**src/spr_cfg.svh**
```systemverilog
`ifndef SPR_CFG_SVH
`define SPR_CFG_SVH

// Register file locations
`define SPR_ADDR_TDCP    8'hF2
`define SPR_ADDR_TDAP    8'hF3
`define SPR_ADDR_VEC     8'hF4
`define SPR_ADDR_ACMP    8'hF5
`define SPR_ADDR_MASK    8'hF6
`define SPR_ADDR_FLAGS   8'hF7
`define SPR_ADDR_DATA    8'hF8

// Mask register fields
`define SPR_M_BSN        7
`define SPR_M_RX_BLOCK_END_FLAG      6
`define SPR_M_TX_BLOCK_END_FLAG      5
`define SPR_M_RXE        4
`define SPR_M_RXA        3
`define SPR_M_RXB        2
`define SPR_M_RX_DATA_GATE       1
`define SPR_M_TX_DATA_GATE       0

// Flag register fields
`define SPR_F_OVR        7
`define SPR_F_FRM        6
`define SPR_F_PAR        5
`define SPR_F_ADR        4
`define SPR_F_BRK        3
`define SPR_F_RXD        2
`define SPR_F_TXB        1
`define SPR_F_TXS        0

// Reset values
`define SPR_RST_ZERO     8'h00
`define SPR_RST_ONES     8'hFF

// Encoded interrupt sources
`define SPR_EV_ERR       2'h0
`define SPR_EV_BRKADR    2'h1
`define SPR_EV_RXDATA    2'h2
`define SPR_EV_TXEMPTY   2'h3

`endif

```
**src/spr_pkg.sv**
```systemverilog
package spr_pkg;

	// Received character from the shift engine
	typedef struct packed {
		logic [7:0] data;
		logic [1:0] len;
		logic       ninth;
		logic       framing;
		logic       parity;
	} spr_rx_word_t;

	// Register file access
	typedef struct packed {
		logic [7:0] addr;
		logic [7:0] wdata;
		logic       wr;
		logic       rd;
	} spr_reg_req_t;

	// Address scheme as {enable, select}
	typedef enum logic [1:0] {
		SPR_AM_NINTH,
		SPR_AM_SEARCH,
		SPR_AM_MATCH_NINTH,
		SPR_AM_AFTER_BREAK
	} spr_addr_mode_t;

endpackage : spr_pkg

```
**src/spr_regs.sv**
```systemverilog
`timescale 1ns/1ps
`include "spr_cfg.svh"

// What this block does
// - Tx counter pointer: bits 7:1 counter location, bit 0 source space
// - Tx address pointer: bits 7:1 pointer location, bit 0 extension select
// - Vector bits 7:3 are software base shared by transmit and receive
// - Vector bits 2:1 encode the source by hardware; bit 0 reads zero
// - In addressed modes a received address equal to compare sets address flag
// - After address flag set, following data items pass to receive holding
// - Mask bit 7 picks shift-empty or holding-empty as transmit source
// - Receive block end sets mask bit 6; software writes 0 to clear
// - Transmit block end sets mask bit 5; software writes 0 to clear
// - Mask bit 4 gates overrun, framing and parity interrupts
// - Mask bit 3 gates address interrupt, bit 2 gates break interrupt
// - Mask bit 1 gates received data and receive block end interrupts
// - Mask bit 0 gates transmit empty and transmit block end interrupts
// - Flag 7 set when a character overwrites an unread one
// - Flag 6 on missing stop bit; in address mode character still loads
// - Flag 5 on parity mismatch
// - Flag 4 on address-mode interrupt per two configuration bits
// - Flag 3 on break for a full character time
// - Flag 2 data loaded, flag 1 holding empty, flag 0 shift empty
// - Software writes only clear flags, never set them
// - Received data moves at character end; short formats pad ones
// - Data location reads receive holding, writes transmit holding
// - DMA enables clear themselves when the transaction counter ends
// - With DMA active, data and shift-empty sources become block-end sources
module spr_regs #(
	parameter int BUF_DEPTH = 2
) (
	// Clock and reset
	input  wire logic                  mclk_in,
	input  wire logic                  rst_b_in,
	// Core register file access
	input  wire spr_pkg::spr_reg_req_t reg_req_in,
	output logic [7:0]                 reg_rdata_out,
	// Receive shift engine events
	input  wire logic                  rx_word_valid_in,
	input  wire spr_pkg::spr_rx_word_t rx_word_in,
	input  wire logic                  rx_break_in,
	// Transmit shift engine
	input  wire logic                  tx_holding_empty_in,
	input  wire logic                  tx_shift_empty_in,
	output logic                       tx_valid_out,
	output logic [7:0]                 tx_data_out,
	input  wire logic                  tx_ready_in,
	output logic                       tx_write_ready_out,
	// Mode configuration
	input  wire logic                  address_scheme_enable_in,
	input  wire logic                  address_scheme_select_in,
	// DMA controller
	input  wire logic                  rx_dma_enable_in,
	input  wire logic                  tx_dma_enable_in,
	input  wire logic                  rx_dma_last_in,
	input  wire logic                  tx_dma_last_in,
	output logic                       rx_dma_enable_clear_out,
	output logic                       tx_dma_enable_clear_out,
	output logic                       rx_dma_request_out,
	// Interrupt request lines
	output logic                       irq_error_out,
	output logic                       irq_brk_addr_out,
	output logic                       irq_rx_out,
	output logic                       irq_tx_out
);
	import spr_pkg::*;

	// ****************************************
	// Registers
	// ****************************************
	logic [7:0] tx_dma_counter_pointer;
	logic [7:0] tx_dma_address_pointer;
	logic [4:0] serial_vector_base;
	logic [7:0] address_compare_char;
	logic [7:0] serial_interrupt_mask;
	logic [7:0] serial_interrupt_flags;
	logic [7:0] receive_holding;
	logic       rx_unread;
	logic       addr_open;
	logic       after_break;

	// Synchronised pin-side levels
	logic [1:0] brk_sync;
	logic [1:0] hold_sync;
	logic [1:0] shift_sync;
	logic       brk_seen;
	logic       hold_seen;
	logic       shift_seen;

	// ****************************************
	// Decode
	// ****************************************
	wire wr_tdcp  = reg_req_in.wr && reg_req_in.addr == `SPR_ADDR_TDCP;
	wire wr_tdap  = reg_req_in.wr && reg_req_in.addr == `SPR_ADDR_TDAP;
	wire wr_vec   = reg_req_in.wr && reg_req_in.addr == `SPR_ADDR_VEC;
	wire wr_acmp  = reg_req_in.wr && reg_req_in.addr == `SPR_ADDR_ACMP;
	wire wr_mask  = reg_req_in.wr && reg_req_in.addr == `SPR_ADDR_MASK;
	wire wr_flags = reg_req_in.wr && reg_req_in.addr == `SPR_ADDR_FLAGS;
	wire wr_data  = reg_req_in.wr && reg_req_in.addr == `SPR_ADDR_DATA;
	wire rd_data  = reg_req_in.rd && reg_req_in.addr == `SPR_ADDR_DATA;

	// Pointer fields are split out here but drive no output of this block
	wire [6:0] tx_counter_location    = tx_dma_counter_pointer[7:1];
	wire       tx_source_space_select = tx_dma_counter_pointer[0];
	wire [6:0] tx_pointer_location    = tx_dma_address_pointer[7:1];
	// Extension select only counts when memory is the source
	wire       tx_extension_select    = tx_dma_address_pointer[0] & ~tx_source_space_select;

	// ****************************************
	// Receive path
	// ****************************************
	spr_addr_mode_t amode;
	assign amode = spr_addr_mode_t'({address_scheme_enable_in, address_scheme_select_in});

	// Only the enabled schemes hold data back until an address matches
	wire addressed   = address_scheme_enable_in;
	wire cmp_hit     = rx_word_in.data == address_compare_char;
	wire is_addr_word;
	wire addr_hit;
	assign is_addr_word = (amode == SPR_AM_NINTH || amode == SPR_AM_MATCH_NINTH) ?
		rx_word_in.ninth : (amode == SPR_AM_AFTER_BREAK) ? after_break : 1'b0;
	// Address flag condition per configured scheme
	assign addr_hit = (amode == SPR_AM_NINTH)       ? rx_word_in.ninth :
	                  (amode == SPR_AM_SEARCH)      ? cmp_hit :
	                  (amode == SPR_AM_MATCH_NINTH) ? rx_word_in.ninth & cmp_hit :
	                                                   after_break & cmp_hit;

	wire set_adr = rx_word_valid_in && addr_hit;
	// Address words stay out of the holding register; a framing error still loads
	wire load_rx = rx_word_valid_in && !set_adr &&
		(!addressed || addr_open || rx_word_in.framing) &&
		!(addressed && is_addr_word && !rx_word_in.framing);

	// Short formats pad unused upper bits with ones
	wire [7:0] pad_mask = `SPR_RST_ONES << ({1'b0, rx_word_in.len} + 4'd5);
	wire [7:0] rx_padded = rx_word_in.data | pad_mask;

	wire set_ovr = load_rx && rx_unread;
	wire set_frm = rx_word_valid_in && rx_word_in.framing;
	wire set_par = rx_word_valid_in && rx_word_in.parity;
	wire set_brk = brk_sync[1] && !brk_seen;
	wire set_txb = hold_sync[1] && !hold_seen;
	wire set_txs = shift_sync[1] && !shift_seen;

	// ****************************************
	// Flag register update
	// ****************************************
	wire [7:0] hw_set = {set_ovr, set_frm, set_par, set_adr, set_brk, load_rx, set_txb, set_txs};
	wire [7:0] sw_keep = wr_flags ? reg_req_in.wdata : `SPR_RST_ONES;
	wire [7:0] next_flags = (serial_interrupt_flags & sw_keep) | hw_set;

	// Block-end flags: software may write 0 only; hardware set wins
	wire [1:0] eob_set = {rx_dma_last_in, tx_dma_last_in};
	wire [1:0] eob_keep = wr_mask ? reg_req_in.wdata[6:5] : 2'b11;
	wire [1:0] next_eob = (serial_interrupt_mask[6:5] & eob_keep) | eob_set;

	// ****************************************
	// Interrupt requests
	// ****************************************
	wire [7:0] m = serial_interrupt_mask;
	wire [7:0] f = serial_interrupt_flags;
	wire err_req = m[`SPR_M_RXE] & (f[`SPR_F_OVR] | f[`SPR_F_FRM] | f[`SPR_F_PAR]);
	wire adr_req = m[`SPR_M_RXA] & f[`SPR_F_ADR];
	wire brk_req = m[`SPR_M_RXB] & f[`SPR_F_BRK];
	// DMA swaps data pending for receive block end
	wire rx_src  = rx_dma_enable_in ? m[`SPR_M_RX_BLOCK_END_FLAG] : f[`SPR_F_RXD];
	wire rx_req  = m[`SPR_M_RX_DATA_GATE] & rx_src;
	wire tx_empty = m[`SPR_M_BSN] ? f[`SPR_F_TXB] : f[`SPR_F_TXS];
	wire tx_src  = tx_dma_enable_in ? (m[`SPR_M_TX_BLOCK_END_FLAG] | (m[`SPR_M_BSN] & f[`SPR_F_TXB]))
	                                : tx_empty;
	wire tx_req  = m[`SPR_M_TX_DATA_GATE] & tx_src;

	// Fixed internal priority picks the encoded source
	wire [1:0] enc_src = err_req ? `SPR_EV_ERR :
	                     (brk_req | adr_req) ? `SPR_EV_BRKADR :
	                     rx_req ? `SPR_EV_RXDATA : `SPR_EV_TXEMPTY;

	assign irq_error_out    = err_req;
	assign irq_brk_addr_out = brk_req | adr_req;
	assign irq_rx_out       = rx_req;
	assign irq_tx_out       = tx_req;
	// Data mask does not affect DMA requests
	assign rx_dma_request_out = rx_dma_enable_in & f[`SPR_F_RXD];
	// DMA enables drop when the counter runs out
	assign rx_dma_enable_clear_out = rx_dma_last_in;
	assign tx_dma_enable_clear_out = tx_dma_last_in;

	// ****************************************
	// Transmit holding buffer
	// ****************************************
	// Two entries hold written bytes while the shift engine stalls; a write to a full buffer is dropped
	logic [7:0] tx_mem [BUF_DEPTH];
	logic [$clog2(BUF_DEPTH):0] tx_count;
	logic [$clog2(BUF_DEPTH)-1:0] tx_rd_ptr;
	logic [$clog2(BUF_DEPTH)-1:0] tx_wr_ptr;
	wire tx_full  = tx_count == ($clog2(BUF_DEPTH)+1)'(BUF_DEPTH);
	wire tx_push  = wr_data && !tx_full;
	wire tx_pop   = tx_valid_out && tx_ready_in;
	assign tx_valid_out       = tx_count != '0;
	assign tx_write_ready_out = !tx_full;

	always_ff @(posedge mclk_in or negedge rst_b_in) begin
		if (!rst_b_in) begin
			tx_count  <= '0;
			tx_rd_ptr <= '0;
			tx_wr_ptr <= '0;
			tx_data_out <= `SPR_RST_ZERO;
		end else begin
			tx_count  <= tx_count + (($clog2(BUF_DEPTH)+1)'(tx_push))
			             - (($clog2(BUF_DEPTH)+1)'(tx_pop));
			if (tx_push) tx_wr_ptr <= tx_wr_ptr + 1'b1;
			if (tx_pop) tx_rd_ptr <= tx_rd_ptr + 1'b1;
			tx_data_out <= (tx_pop || tx_count == '0) ?
				(tx_count > 1 ? tx_mem[tx_rd_ptr + 1'b1] : reg_req_in.wdata) :
				tx_mem[tx_rd_ptr];
		end
	end

	generate
		for (genvar i = 0; i < BUF_DEPTH; i++) begin : g_txmem
			always_ff @(posedge mclk_in or negedge rst_b_in) begin
				if (!rst_b_in) tx_mem[i] <= `SPR_RST_ZERO;
				else if (tx_push && tx_wr_ptr == i) tx_mem[i] <= reg_req_in.wdata;
			end
		end
	endgenerate

	// ****************************************
	// Register state
	// ****************************************
	always_ff @(posedge mclk_in or negedge rst_b_in) begin
		if (!rst_b_in) begin
			brk_sync   <= 2'b00;
			hold_sync  <= 2'b00;
			shift_sync <= 2'b00;
			brk_seen   <= 1'b0;
			hold_seen  <= 1'b0;
			shift_seen <= 1'b0;
		end else begin
			brk_sync   <= {brk_sync[0], rx_break_in};
			hold_sync  <= {hold_sync[0], tx_holding_empty_in};
			shift_sync <= {shift_sync[0], tx_shift_empty_in};
			brk_seen   <= brk_sync[1];
			hold_seen  <= hold_sync[1];
			shift_seen <= shift_sync[1];
		end
	end

	always_ff @(posedge mclk_in or negedge rst_b_in) begin
		if (!rst_b_in) begin
			tx_dma_counter_pointer <= `SPR_RST_ZERO;
			tx_dma_address_pointer <= `SPR_RST_ZERO;
			serial_vector_base     <= 5'h0_0;
			address_compare_char   <= `SPR_RST_ZERO;
		end else begin
			if (wr_tdcp) tx_dma_counter_pointer <= reg_req_in.wdata;
			if (wr_tdap) tx_dma_address_pointer <= reg_req_in.wdata;
			if (wr_vec) serial_vector_base <= reg_req_in.wdata[7:3];
			if (wr_acmp) address_compare_char <= reg_req_in.wdata;
		end
	end

	always_ff @(posedge mclk_in or negedge rst_b_in) begin
		if (!rst_b_in) begin
			serial_interrupt_mask  <= `SPR_RST_ZERO;
			serial_interrupt_flags <= `SPR_RST_ZERO;
		end else begin
			serial_interrupt_mask <= {wr_mask ? reg_req_in.wdata[7] : m[7], next_eob,
			                          wr_mask ? reg_req_in.wdata[4:0] : m[4:0]};
			serial_interrupt_flags <= next_flags;
		end
	end

	always_ff @(posedge mclk_in or negedge rst_b_in) begin
		if (!rst_b_in) begin
			receive_holding <= `SPR_RST_ONES;
			rx_unread       <= 1'b0;
			addr_open       <= 1'b0;
			after_break     <= 1'b0;
		end else begin
			if (load_rx) receive_holding <= rx_padded;
			rx_unread <= load_rx | (rx_unread & ~rd_data);
			// A matched address opens the gate; an unmatched address word shuts it
			if (rx_word_valid_in && is_addr_word) addr_open <= set_adr;
			if (set_brk) after_break <= 1'b1;
			else if (rx_word_valid_in) after_break <= 1'b0;
		end
	end

	// ****************************************
	// Read mux
	// ****************************************
	always_comb begin
		case (reg_req_in.addr)
			`SPR_ADDR_TDCP:  reg_rdata_out = tx_dma_counter_pointer;
			`SPR_ADDR_TDAP:  reg_rdata_out = tx_dma_address_pointer;
			`SPR_ADDR_VEC:   reg_rdata_out = {serial_vector_base, enc_src, 1'b0};
			`SPR_ADDR_ACMP:  reg_rdata_out = address_compare_char;
			`SPR_ADDR_MASK:  reg_rdata_out = serial_interrupt_mask;
			`SPR_ADDR_FLAGS: reg_rdata_out = serial_interrupt_flags;
			`SPR_ADDR_DATA:  reg_rdata_out = receive_holding;
			default:         reg_rdata_out = `SPR_RST_ZERO;
		endcase
	end

	// ****************************************
	// Checks
	// ****************************************
	a_flag_sw_noset: assert property (@(posedge mclk_in) disable iff (!rst_b_in)
		(wr_flags && hw_set == 8'h00) |=> ((serial_interrupt_flags & ~$past(serial_interrupt_flags))
		== 8'h00)) else $error("software write set a flag");
	a_set_wins: assert property (@(posedge mclk_in) disable iff (!rst_b_in)
		rx_word_valid_in && rx_word_in.parity |=> f[`SPR_F_PAR]) else $error("parity set lost");
	a_overrun_set: assert property (@(posedge mclk_in) disable iff (!rst_b_in)
		(load_rx && rx_unread) |=> f[`SPR_F_OVR]) else $error("overrun not flagged");
	a_data_pad: assert property (@(posedge mclk_in) disable iff (!rst_b_in)
		(load_rx && rx_word_in.len == 2'b00) |=> receive_holding[7:5] == 3'b111)
		else $error("short data not padded");
	a_vec_zero: assert property (@(posedge mclk_in) disable iff (!rst_b_in)
		reg_req_in.addr == `SPR_ADDR_VEC |-> reg_rdata_out[0] == 1'b0) else $error("vector bit 0 set");
	a_err_gate: assert property (@(posedge mclk_in) disable iff (!rst_b_in)
		!m[`SPR_M_RXE] |-> !irq_error_out) else $error("error irq while masked");
	a_eob_sets: assert property (@(posedge mclk_in) disable iff (!rst_b_in)
		tx_dma_last_in |=> m[`SPR_M_TX_BLOCK_END_FLAG]) else $error("tx block end not set");
	a_addr_drop: assert property (@(posedge mclk_in) disable iff (!rst_b_in)
		set_adr |-> !load_rx ##1 f[`SPR_F_ADR]) else $error("address word loaded");

	// Gating, sources, block ends, flag setting, loading, buffer drop and clearing
	a_rx_eob_set: assert property (@(posedge mclk_in) disable iff (!rst_b_in)
		rx_dma_last_in |=> m[`SPR_M_RX_BLOCK_END_FLAG]) else $error("rx block end not set");
	a_brk_adr_gate: assert property (@(posedge mclk_in) disable iff (!rst_b_in)
		(!m[`SPR_M_RXB] && !m[`SPR_M_RXA]) |-> !irq_brk_addr_out)
		else $error("break or address irq while masked");
	a_rx_gate: assert property (@(posedge mclk_in) disable iff (!rst_b_in)
		!m[`SPR_M_RX_DATA_GATE] |-> !irq_rx_out) else $error("receive irq while masked");
	a_tx_gate: assert property (@(posedge mclk_in) disable iff (!rst_b_in)
		!m[`SPR_M_TX_DATA_GATE] |-> !irq_tx_out) else $error("transmit irq while masked");
	a_tx_src_sel: assert property (@(posedge mclk_in) disable iff (!rst_b_in)
		(m[`SPR_M_TX_DATA_GATE] && !tx_dma_enable_in && m[`SPR_M_BSN]) |-> irq_tx_out == f[`SPR_F_TXB])
		else $error("holding empty source not selected");
	a_frm_set: assert property (@(posedge mclk_in) disable iff (!rst_b_in)
		(rx_word_valid_in && rx_word_in.framing) |=> f[`SPR_F_FRM]) else $error("framing not flagged");
	a_brk_set: assert property (@(posedge mclk_in) disable iff (!rst_b_in)
		set_brk |=> f[`SPR_F_BRK]) else $error("break not flagged");
	a_rx_load: assert property (@(posedge mclk_in) disable iff (!rst_b_in)
		load_rx |=> f[`SPR_F_RXD] && receive_holding == $past(rx_padded))
		else $error("received word not loaded");
	a_full_drop: assert property (@(posedge mclk_in) disable iff (!rst_b_in)
		(wr_data && tx_full && !tx_pop) |=> tx_count == $past(tx_count))
		else $error("write to full buffer stored");
	a_dma_clear: assert property (@(posedge mclk_in) disable iff (!rst_b_in)
		rx_dma_last_in |-> rx_dma_enable_clear_out) else $error("rx dma enable not cleared");
	a_rx_dma_swap: assert property (@(posedge mclk_in) disable iff (!rst_b_in)
		(rx_dma_enable_in && m[`SPR_M_RX_DATA_GATE] && !m[`SPR_M_RX_BLOCK_END_FLAG]) |-> !irq_rx_out)
		else $error("data pending irq during dma");
	a_tx_dma_swap: assert property (@(posedge mclk_in) disable iff (!rst_b_in)
		(tx_dma_enable_in && m[`SPR_M_TX_DATA_GATE] && !m[`SPR_M_TX_BLOCK_END_FLAG] && !m[`SPR_M_BSN]) |-> !irq_tx_out)
		else $error("shift empty irq during dma");
	a_addr_open: assert property (@(posedge mclk_in) disable iff (!rst_b_in)
		(rx_word_valid_in && addressed && addr_open && !is_addr_word && !set_adr) |-> load_rx)
		else $error("data after address dropped");
	a_vec_err: assert property (@(posedge mclk_in) disable iff (!rst_b_in)
		(reg_req_in.addr == `SPR_ADDR_VEC && err_req) |-> reg_rdata_out[2:1] == `SPR_EV_ERR)
		else $error("error source not encoded");
	a_sw_clear: assert property (@(posedge mclk_in) disable iff (!rst_b_in)
		(wr_flags && reg_req_in.wdata == 8'h00 && hw_set == 8'h00) |=> f == 8'h00)
		else $error("flags not cleared by write");

endmodule : spr_regs

```
**config.mk**
```make
export PLATFORM = sky130hd
export DESIGN_NAME = spr_regs
export DESIGN_NICKNAME = d
export VERILOG_FILES = /design/src/spr_pkg.sv /design/src/spr_regs.sv
export VERILOG_INCLUDE_DIRS = /design/src /design/src/src
export SDC_FILE = /design/constraint.sdc
export NUM_CORES = 1
export LEC_CHECK = 0
export ABC_AREA = 0
export BUFFER_PORTS_ARGS = -buffer_cell sky130_fd_sc_hd__buf_2
export CORE_MARGIN = 10
export CORE_UTILIZATION = 45
export DETAILED_ROUTE_END_ITERATION = 7
export PLACE_DENSITY = 0.63
export SYNTH_ARGS = -nofsm -noshare
export SYNTH_HDL_FRONTEND = slang
export SYNTH_SLANG_ARGS = --single-unit
```
**constraint.sdc**
```tcl
create_clock -name mclk_in -period 3.1 [get_ports mclk_in]
set_input_delay 0.155 -clock mclk_in [delete_from_list [all_inputs] [get_ports mclk_in]]
set_output_delay 0.155 -clock mclk_in [all_outputs]
set_load 0.1 [all_outputs]
```
==> impl_metrics.csv, run 1 <==
group,metric,value,unit
setup_path,critical_path_required,2.94,ns
clock_tree,ctsRootBufferMaster,"sky130_fd_sc_hd__clkbuf_8",
timing,min_period,2.22,ns
clock_tree,clock_tree.buffer_depth,2,
synth,synth_seq_cells,93,
grt,globalRoute.totalOverflow,0,
detailed_routing,drtIter0Drc,193,
final_layout,layout.nets,479,
grt,global_route.usage.total,0.150,
final_layout,multi_input_area,2090,µm²
final_layout,layout-drive-gt1-share,0.393,
floorplanning,num_io_pins,69,
outcome,status,"finished clean",
synth,yosysUniqueCellTypes,51,
min_path,holdCritPathClass,"in -> reg",
setup_path,critPathMaxStageDelay,0.58,ns
placed_design,place_congestion,0.833,
final_layout,final_design_utilization,0.535,
grt,number_of_antenna_violations_at_the_first_check_in_global_routing,0,
setup_path,cp.arrival,2.07,ns
grt,vias_in_the_first_global_route,3317,
placed_design,place.port_buffers,68,
floorplanning,core_region_area,9820,µm²
clock_tree,cts_resized,0,
floorplanning,floorplan.die.height,121,µm
final_layout,ff_latch_area,2340,µm²
timing,setup_tns,0,ns
timing,final.setup_skew,0.00815,ns
timing,setup_viol,0,
timing,worst_pin_slew,0.915,ns
synth,synth_area,4550,µm²
clock_tree,clkSinkCount,93,
detailed_routing,routed_wire_length,10.6,mm
final_layout,flow.area_growth_from_synthesis,15.4,%
setup_path,timing.critical_path.cells,"buf_2 -> nor2b_1 -> a22oi_1 -> o221ai_1 -> o21bai_1 -> buf_2",
final_layout,n_antenna_cell,0,
setup_path,criticalPathCategory,"in -> out",
floorplanning,area_enclosed_by_the_die_boundary,14500,µm²
timing,final-hold-violation-count,0,
power,power_density,638,nW/µm²
clock_tree,tritoncts,"done",
detailed_routing,count_of_vias_placed_by_the_detailed_router,3089,
synth,synth_nets,408,
synth,yosys_warnings,0,
clock_tree,numCtsBuffers,9,
floorplanning,floorplan.initialDensity,0.464,
detailed_routing,detailedRoute.firstPassIterationCount,4,
synth,synth-seq-area-share,0.513,
detailed_routing,via_per_inst,5.41,
setup_path,setup.worst_path.start_class,"primary input",
setup_path,critPathCaptureType,"output pin",
timing,maxSlewViolCount,0,
floorplanning,num_rows,36,
synth,synth_top_flop_cell,"sky130_fd_sc_hd__dfrtp_1",
job,timing.max_cap.violations,0,
timing,finalCritPeriodShare,0.717,
timing,timing.max_slew.rel_slack,0.390,
detailed_routing,ant_nets,0,
clock_tree,clk_pin_slew,0.10,ns
floorplanning,die_w,121,µm
synth,syn_area_per_cell,12.6,µm²
setup_path,critical_path_peak_fanout,17,
final_layout,filler_cells,905,
timing,timing.fmax,450,MHz
grt,global_route_wire_length_before_repair,17.4,mm
setup_path,critical-path-slowest-cell,"sky130_fd_sc_hd__nor2b_1",
clock_tree,worstSkewPairLatency,0.36,ns
synth,synthCells,362,
placed_design,detailed_place.area,4980,µm²
setup_path,rr_startpoint,"tx_count[1]",
timing,rsz0062_at_grt,"false",
setup_path,cp_common_cell,"sky130_fd_sc_hd__buf_2",
placed_design,post-dp-hpwl,7.94,mm
final_layout,finalInstanceArea,5260,µm²
detailed_routing,routed_wire_length_per_instance,18.6,µm
grt,maximum_number_of_pins_on_one_net_before_global_route_repair,66,
power,irDropWorstVdd,0.000410,V
clock_tree,cts_max_level,3,
min_path,worst_hold_startpoint,"rx_word_in[0]",
detailed_routing,remaining_drcs,0,
synth,synth_edf_count,0,
synth,async_flop_share,1.00,
setup_path,timing_startpoint_of_the_critical_path,"reg_req_in[11]",
power,power.static_leakage,2.53,nW
logic make-up after synthesis:
logic type      Yosys count  synth area share
flops                    93             0.513
buf+inv                  23            0.0269
compound gates           64            0.0945
mux                      91             0.227
xor+xnor                 12            0.0231
fa+ha+maj                 2           0.00550
simple gates             77             0.110
timing repair:
item | in CTS | in global routing
buffers inserted | 0 | 0
hold endpoints to repair | 63 | 0
hold buffers | 6 | 0
synthesized netlist by cell type, types with 3 or more instances:
| library cell | count | area [µm²] |
|---|---|---|
| sky130_fd_sc_hd__xor2_1 | 9 | 78.8 |
| sky130_fd_sc_hd__dfrtp_1 | 85 | 2130 |
| sky130_fd_sc_hd__nand2b_1 | 8 | 50.1 |
| sky130_fd_sc_hd__nor2b_1 | 4 | 25.0 |
| sky130_fd_sc_hd__nand4_1 | 3 | 18.8 |
| sky130_fd_sc_hd__buf_6 | 3 | 33.8 |
| sky130_fd_sc_hd__mux2i_1 | 24 | 240 |
| sky130_fd_sc_hd__nor3_1 | 3 | 15.0 |
| sky130_fd_sc_hd__a22o_1 | 5 | 43.8 |
| sky130_fd_sc_hd__a22oi_1 | 9 | 67.6 |
| sky130_fd_sc_hd__dfstp_2 | 8 | 210 |
| sky130_fd_sc_hd__inv_1 | 6 | 22.5 |
| sky130_fd_sc_hd__nand3_1 | 4 | 20.0 |
| sky130_fd_sc_hd__o21ai_0 | 24 | 120 |
| sky130_fd_sc_hd__clkbuf_1 | 6 | 22.5 |
| sky130_fd_sc_hd__buf_2 | 4 | 20.0 |
| sky130_fd_sc_hd__o221ai_1 | 7 | 61.3 |
| sky130_fd_sc_hd__a31oi_1 | 3 | 18.8 |
| sky130_fd_sc_hd__nor2_1 | 4 | 15.0 |
| sky130_fd_sc_hd__mux2_2 | 58 | 653 |
| sky130_fd_sc_hd__xnor2_1 | 3 | 26.3 |
| sky130_fd_sc_hd__nand2_1 | 31 | 116 |
| sky130_fd_sc_hd__mux2_4 | 6 | 90.1 |
| sky130_fd_sc_hd__o211ai_1 | 8 | 60.1 |
cells in the final DEF, fill, tap and decap left out, drive strengths merged, types with 6 or more instances in the layout:
master        n
o211ai        8
inv          11
clkbuf        9
dlygate4sd3   6
nand2        31
mux2i        24
a22oi         9
buf          71
nand3         6
xor2          9
o221ai        7
o21ai        24
dfrtp        85
nand2b        9
nor2          6
mux2         66
dfstp         8
path summary, 6_finish.rpt:
path,endpoint,slack [ns],cells past startpoint
min,f[5],0.02,3
min reg2reg,brk_sync[1],0.36,0
max,reg_rdata_out[2],0.88,6
min in group asynchronous,tx_mem[8],0.42,2
max reg2reg,tx_count[1],1.05,7
max in group asynchronous,receive_holding[3],1.86,3
worst max-delay path, delay by kind of cell:
kind / cells / cell delay, ns
buffers and inverters: 2 / 0.79
AND/OR/NAND/NOR: 1 / 0.58
AO/OA/AOI/OAI: 3 / 0.53
stage by stage:
stage	setup WS, ns	cells	hold WS [ns]	power [mW]
final	0.879	571	0.0226	3.35
after global routing	0.772	571	0.0262	3.52
after CTS	0.881	571	0.00981	3.40
after detailed placement	0.943	549	0.264	2.53
after global placement	0.993	549	0.263	2.51
after floorplan	0.0272	362	-0.141	2.30
per-layer routing:
layer,part of all wire,global-route usage
met3,0.062,0.0419
met1,0.45,0.193
met4,0.0061,0.0370
met5,0,0
met2,0.48,0.242
where the power goes:
group | switching (mW) | internal, mW
sequential | 0.145 | 1.35
combinational | 0.730 | 0.273
clock | 0.460 | 0.394
area by class of cell:
type | instances | share of cell area
tap | 133 | 0.0317
clock inverter | 7 | 0.0167
sequential | 93 | 0.445
timing repair buffer | 77 | 0.0809
inverter | 6 | 0.00428
clock buffer | 9 | 0.0236
multi-input combinational | 246 | 0.398
sequential cells by signal, summed over array words and instances (netlist names), 2 cells and up:
name / flops
brk_sync: 2
tx_dma_counter_pointer: 8
tx_count: 2
shift_sync: 2
receive_holding: 8
m: 8
tx_mem: 16
serial_vector_base: 5
hold_sync: 2
tx_dma_address_pointer: 8
f: 8
address_compare_char: 8
tx_data_out: 8
Power figures use the tool's default switching activity.
==> inputs of run 2 (changes only) <==
==> constraint.sdc (replaced) <==
create_clock -name mclk_in -period 2.2 [get_ports mclk_in]
set_input_delay 0.11 -clock mclk_in [delete_from_list [all_inputs] [get_ports mclk_in]]
set_output_delay 0.11 -clock mclk_in [all_outputs]
set_load 0.1 [all_outputs]
==> impl_metrics.csv, run 2 (synthesis results as in run 1) <==
group,metric,value,unit
outcome,status,"finished clean",
power,power.static_leakage,2.63,nW
detailed_routing,detailedRoute.firstPassIterationCount,4,
grt,maximum_number_of_pins_on_one_net_before_global_route_repair,66,
min_path,holdCritPathClass,"in -> reg",
final_layout,largest_register_ffs,16,
final_layout,mostFrequentLayoutCell,"sky130_fd_sc_hd__dfrtp_1",
floorplanning,floorplan.initialDensity,0.464,
detailed_routing,ant_nets,0,
setup_path,worst_r2r_path_depth,7,
clock_tree,numCtsBuffers,9,
setup_path,timing.critical_path.cells,"o31a_1 -> nand3b_1 -> o221ai_4 -> buf_12",
clock_tree,ctsRootBufferMaster,"sky130_fd_sc_hd__clkbuf_8",
clock_tree,worstSkewPairLatency,0.37,ns
power,power_density,879,nW/µm²
clock_tree,clkSinkCount,93,
placed_design,preCtsSetupSlack,0.136,ns
setup_path,cp.arrival,1.95,ns
placed_design,place_congestion,0.820,
floorplanning,num_rows,36,
timing,timing.max_slew.rel_slack,0.521,
timing,rsz0062_at_grt,"false",
clock_tree,cts_resized,0,
grt,vias_in_the_first_global_route,3360,
clock_tree,tritoncts,"done",
grt,globalRoute.totalOverflow,0,
setup_path,setup.worst_path.start_class,"flip-flop",
detailed_routing,drtIter0Drc,148,
floorplanning,core_region_area,9820,µm²
final_layout,layout-drive-gt1-share,0.412,
detailed_routing,via_per_inst,5.49,
grt,global_route_wire_length_before_repair,17.7,mm
grt,number_of_antenna_violations_at_the_first_check_in_global_routing,0,
timing,maxSlewViolCount,0,
floorplanning,area_enclosed_by_the_die_boundary,14500,µm²
clock_tree,cts_max_level,3,
power,design_power_total,4.89,mW
job,timing.max_cap.violations,0,
grt,global_route.usage.total,0.154,
setup_path,critical_path_peak_fanout,3,
final_layout,layout.nets,490,
detailed_routing,count_of_vias_placed_by_the_detailed_router,3198,
min_path,worst_hold_path.num_cells,2,
detailed_routing,remaining_drcs,0,
timing,timing.fmax,484,MHz
floorplanning,floorplan.die.height,121,µm
placed_design,post-dp-hpwl,7.92,mm
setup_path,critPathCaptureType,"output pin",
detailed_routing,routed_wire_length,10.7,mm
timing,finalCritPeriodShare,0.938,
timing,setup_viol,0,
timing,worst_pin_slew,0.717,ns
timing,hold-worst-slack,0.0179,ns
detailed_routing,routed_wire_length_per_instance,18.4,µm
setup_path,critical_path_required,2.09,ns
floorplanning,die_w,121,µm
placed_design,place.port_buffers,68,
timing,finalWorstSetupSlack,0.136,ns
final_layout,final_cell_mix,"sky130_fd_sc_hd__dfrtp_1, sky130_fd_sc_hd__buf_2, sky130_fd_sc_hd__mux2_2, sky130_fd_sc_hd__nand2_1, sky130_fd_sc_hd__mux2i_1",
timing,final.setup_skew,0.00747,ns
power,irDropWorstVdd,0.000740,V
timing,min_period,2.06,ns
clock_tree,clock_tree.buffer_depth,2,
final_layout,n_antenna_cell,0,
setup_path,critPathMaxStageDelay,0.43,ns
setup_path,critical-path-slowest-cell,"sky130_fd_sc_hd__dfrtp_1",
final_layout,flow.area_growth_from_synthesis,22.1,%
timing,final-hold-violation-count,0,
floorplanning,num_io_pins,69,
clock_tree,clk_pin_slew,0.09,ns
setup_path,criticalPathCategory,"reg -> out",
final_layout,most_flop_heavy_register,"tx_mem",
-- run 2: changes by cell type in the layout (fill, tap and decap cells not counted), moves of 2 or more --
cell | previous run | this run
sky130_fd_sc_hd__buf_4 | 4 | 7
sky130_fd_sc_hd__o221ai_1 | 7 | 1
sky130_fd_sc_hd__inv_6 | 3 | 0
sky130_fd_sc_hd__clkbuf_8 | 9 | 11
sky130_fd_sc_hd__inv_8 | 2 | 0
sky130_fd_sc_hd__dlygate4sd3_1 | 6 | 13
sky130_fd_sc_hd__buf_12 | 0 | 8
sky130_fd_sc_hd__o221ai_2 | 0 | 5
sky130_fd_sc_hd__buf_2 | 67 | 60
-- run 2: path summary, 6_finish.rpt --
check                                 start            endpoint  slack (ns)
hold reg to reg                 brk_sync[0]         brk_sync[1]        0.37
setup / recovery                       f[7]    reg_rdata_out[1]        0.14
hold / removal             rx_word_valid_in         after_break        0.02
min in group asynchronous          rst_b_in        hold_sync[0]        0.21
max in group asynchronous          rst_b_in  receive_holding[6]        1.28
setup reg to reg                tx_count[1]         tx_count[1]        0.29
-- run 2: critical path: cells and delay by family (launching register included) --
kind | cells | cell delay, ns
buffers and inverters | 1 | 0.21
flip-flops | 1 | 0.43
AND/OR/NAND/NOR | 1 | 0.32
AO/OA/AOI/OAI | 2 | 0.64
-- run 2: per-stage QoR --
step | util | cell area (µm²) | TNS [ns] | instances
floorplan | - | 4620 | -0.266 | 362
global placement | 0.529 | 5200 | 0 | 553
detailed placement | 0.529 | 5200 | 0 | 553
CTS | 0.566 | 5560 | 0 | 582
global route | 0.566 | 5560 | 0 | 582
finish | 0.566 | 5560 | 0 | 582
-- run 2: layer usage --
layer  vias to the layer above  GRT usage  share of wire
li1                       1487          -              -
met1                      1631      0.201           0.45
met2                        68      0.242           0.48
met3                        12     0.0344          0.049
met4                         0     0.0649          0.017
met5                         -          0              0
-- run 2: area by class of cell --
cell class,count,area (µm²)
inverters,6,22.5
well taps,133,166
clock inverters,5,82.6
flip-flops and latches,93,2340
multi-input cells,246,2160
repair buffers,88,643
fillers,862,4260
clock buffers,11,151
-- run 2: power by group --
group	total, mW	leakage, nW	internal, mW	switching [mW]
combinational	1.56	1.34	0.417	1.15
clock	1.32	0.120	0.704	0.611
sequential	2.01	1.17	1.90	0.102
total	4.89	2.63	3.03	1.86
-- run 2: what timing repair did --
item,CTS,global route
hold buffers,13,0
setup buffers,0,0
endpoints found under the hold margin,40,0
==> inputs of run 3 (changes only) <==
--- a/config.mk
+++ b/config.mk
@@ -9,9 +9,9 @@
 export ABC_AREA = 0
 export BUFFER_PORTS_ARGS = -buffer_cell sky130_fd_sc_hd__buf_2
 export CORE_MARGIN = 10
-export CORE_UTILIZATION = 45
+export CORE_UTILIZATION = 30
 export DETAILED_ROUTE_END_ITERATION = 7
-export PLACE_DENSITY = 0.63
+export PLACE_DENSITY = 0.45
 export SYNTH_ARGS = -nofsm -noshare
 export SYNTH_HDL_FRONTEND = slang
 export SYNTH_SLANG_ARGS = --single-unit
==> constraint.sdc (replaced) <==
create_clock -name mclk_in -period 2.2 [get_ports mclk_in]
set_input_delay 0.33 -clock mclk_in [delete_from_list [all_inputs] [get_ports mclk_in]]
set_output_delay 0.33 -clock mclk_in [all_outputs]
set_load 0.1 [all_outputs]
==> impl_metrics.csv, run 3 (synthesis results as in run 1) <==
group,metric,value,unit
outcome,status,"finished with violations",
outcome,failed_checks,"negative setup slack",
power,irDropWorstVdd,0.000486,V
detailed_routing,via_per_inst,4.98,
final_layout,flow.area_growth_from_synthesis,26.3,%
final_layout,layout-drive-gt1-share,0.444,
grt,global_route_wire_length_before_repair,19.4,mm
clock_tree,worstSkewPairLatency,0.35,ns
placed_design,post-dp-hpwl,9.42,mm
final_layout,layout.nets,491,
timing,setup_viol,1,
placed_design,place.port_buffers,68,
setup_path,setup.worst_path.start_class,"flip-flop",
min_path,worst_hold_startpoint,"tx_holding_empty_in",
setup_path,criticalPathCategory,"reg -> out",
final_layout,final_cell_mix,"sky130_fd_sc_hd__dfrtp_1, sky130_fd_sc_hd__buf_2, sky130_fd_sc_hd__mux2_2, sky130_fd_sc_hd__nand2_1, sky130_fd_sc_hd__mux2i_1",
timing,final-hold-violation-count,0,
clock_tree,cts_max_level,3,
floorplanning,floorplan.die.height,143,µm
setup_path,timing.critical_path.cells,"o31a_4 -> nand3b_1 -> buf_4 -> o21bai_4 -> buf_12",
timing,finalCritPeriodShare,1.01,
setup_path,critPathMaxStageDelay,0.41,ns
detailed_routing,routed_wire_length_per_instance,19.4,µm
job,timing.max_cap.violations,0,
min_path,holdCritPathClass,"in -> reg",
detailed_routing,ant_nets,0,
detailed_routing,detailedRoute.firstPassIterationCount,4,
setup_path,rr_startpoint,"address_compare_char[0]",
timing,min_period,2.22,ns
power,p_sw,1.92,mW
floorplanning,area_enclosed_by_the_die_boundary,20500,µm²
grt,globalRoute.totalOverflow,0,
timing,hold-worst-slack,0.0865,ns
setup_path,critical_path_required,1.87,ns
clock_tree,clock_tree.buffer_depth,2,
grt,global_route.usage.total,0.126,
floorplanning,num_rows,44,
timing,timing.fmax,451,MHz
detailed_routing,drtIter0Drc,215,
power,power_frac_comb,0.315,
power,clock_power_share,0.295,
clock_tree,clk_pin_slew,0.06,ns
timing,rsz0062_at_grt,"true",
power,power.static_leakage,2.67,nW
power,power.share.switching,0.375,
power,design_power_total,5.12,mW
final_layout,most_flop_heavy_register,"tx_mem",
detailed_routing,remaining_drcs,0,
final_layout,n_antenna_cell,0,
detailed_routing,count_of_vias_placed_by_the_detailed_router,3160,
clock_tree,numCtsBuffers,9,
timing,maxSlewViolCount,0,
floorplanning,die_w,143,µm
timing,worst_pin_slew,0.547,ns
setup_path,cp.arrival,1.89,ns
grt,number_of_antenna_violations_at_the_first_check_in_global_routing,0,
final_layout,mostFrequentLayoutCell,"sky130_fd_sc_hd__dfrtp_1",
timing,final.setup_skew,0.00658,ns
placed_design,place_congestion,0.815,
timing,finalWorstSetupSlack,-0.0194,ns
power,share_seq_of_total_power,0.390,
floorplanning,num_io_pins,69,
power,p_int,3.20,mW
clock_tree,ctsRootBufferMaster,"sky130_fd_sc_hd__clkbuf_16",
setup_path,critPathCaptureType,"output pin",
setup_path,critical-path-slowest-cell,"sky130_fd_sc_hd__dfrtp_1",
clock_tree,clkSinkCount,93,
power,power_density,890,nW/µm²
floorplanning,floorplan.initialDensity,0.310,
clock_tree,tritoncts,"done",
final_layout,largest_register_ffs,16,
floorplanning,core_region_area,14700,µm²
grt,maximum_number_of_pins_on_one_net_before_global_route_repair,43,
grt,vias_in_the_first_global_route,3281,
setup_path,critical_path_peak_fanout,3,
setup_path,critical_path_buf_inv_count,2,
setup_path,top_cell_family_by_delay_on_the_critical_path,"compound AO/OA/AOI/OAI gates",
setup_path,timing_startpoint_of_the_critical_path,"f[5]",
timing,timing.max_slew.rel_slack,0.635,
detailed_routing,routed_wire_length,12.3,mm
run 3: cell count changes in the layout (fill, tap and decap cells not counted), moves of 2 or more:
cell,change
sky130_fd_sc_hd__clkinv_4,-2
sky130_fd_sc_hd__dlygate4sd3_1,-12
sky130_fd_sc_hd__buf_4,+12
sky130_fd_sc_hd__clkbuf_16,+9
sky130_fd_sc_hd__o221ai_2,-5
sky130_fd_sc_hd__o221ai_4,+5
sky130_fd_sc_hd__clkbuf_8,-11
sky130_fd_sc_hd__clkbuf_1,+4
run 3: power groups by stage:
stage               registers (mW)  clock network, mW  logic, mW
global placement              2.03                  0       1.62
finish                        2.00               1.51       1.61
global route                  2.02               1.62       1.72
detailed placement            2.03                  0       1.64
CTS                           2.00               1.55       1.64
floorplan                     2.49                  0      0.776
run 3: path summary, 6_finish.rpt:
check / end / slack (ns) / depth (start not counted)
worst min-delay path: hold_sync[0] / 0.09 / 1
max in group asynchronous: address_compare_char[0] / 1.08 / 3
min in group asynchronous: tx_data_out[7] / 0.44 / 2
worst max register to register: receive_holding[4] / 0.29 / 5
worst max-delay path: reg_rdata_out[2] / -0.02 / 5
worst min register to register: hold_sync[1] / 0.35 / 0
run 3: final cells by class:
type | instances | area [µm²]
multi-input cells | 246 | 2240
flip-flops and latches | 93 | 2340
fillers | 1401 | 8950
clock inverters | 3 | 40.0
inverters | 6 | 22.5
well taps | 184 | 230
repair buffers | 89 | 639
clock buffers | 13 | 240
run 3: metal layers:
layer / vias to the layer above / GRT usage / part of all wire
met5: - / 0 / 0
met4: 0 / 0.0543 / 0.020
met3: 16 / 0.0299 / 0.053
met1: 1590 / 0.172 / 0.48
li1: 1486 / - / -
met2: 68 / 0.185 / 0.45
run 3: metrics by stage:
| stage | std cells | utilization | TNS, ns | setup slack (ns) | cell area, µm² |
|---|---|---|---|---|---|
| after global routing | 634 | 0.391 | -0.0957 | -0.0679 | 5750 |
| final | 634 | 0.391 | -0.0194 | -0.0194 | 5750 |
| after detailed placement | 614 | 0.369 | 0 | 0.134 | 5430 |
| after CTS | 634 | 0.391 | -0.0626 | -0.0547 | 5750 |
| after floorplan | 362 | - | -0.0509 | -0.0284 | 4700 |
| after global placement | 614 | 0.369 | 0 | 0.141 | 5430 |
run 3: repair_timing:
action | CTS | global route
hold endpoints to repair | 24 | 0
setup buffers | 3 | 0
pin swaps | 3 | 2
resized for setup | 3 | 0
endpoints found under the setup margin | 2 | 2
hold buffers | 1 | 0
run 3: worst register-to-register path, delay by kind of cell (launching register included):
family        cells  cell delay (ns)
simple gates      3             0.88
flops             1             0.40
mux               1             0.38
xor+xnor          1             0.18
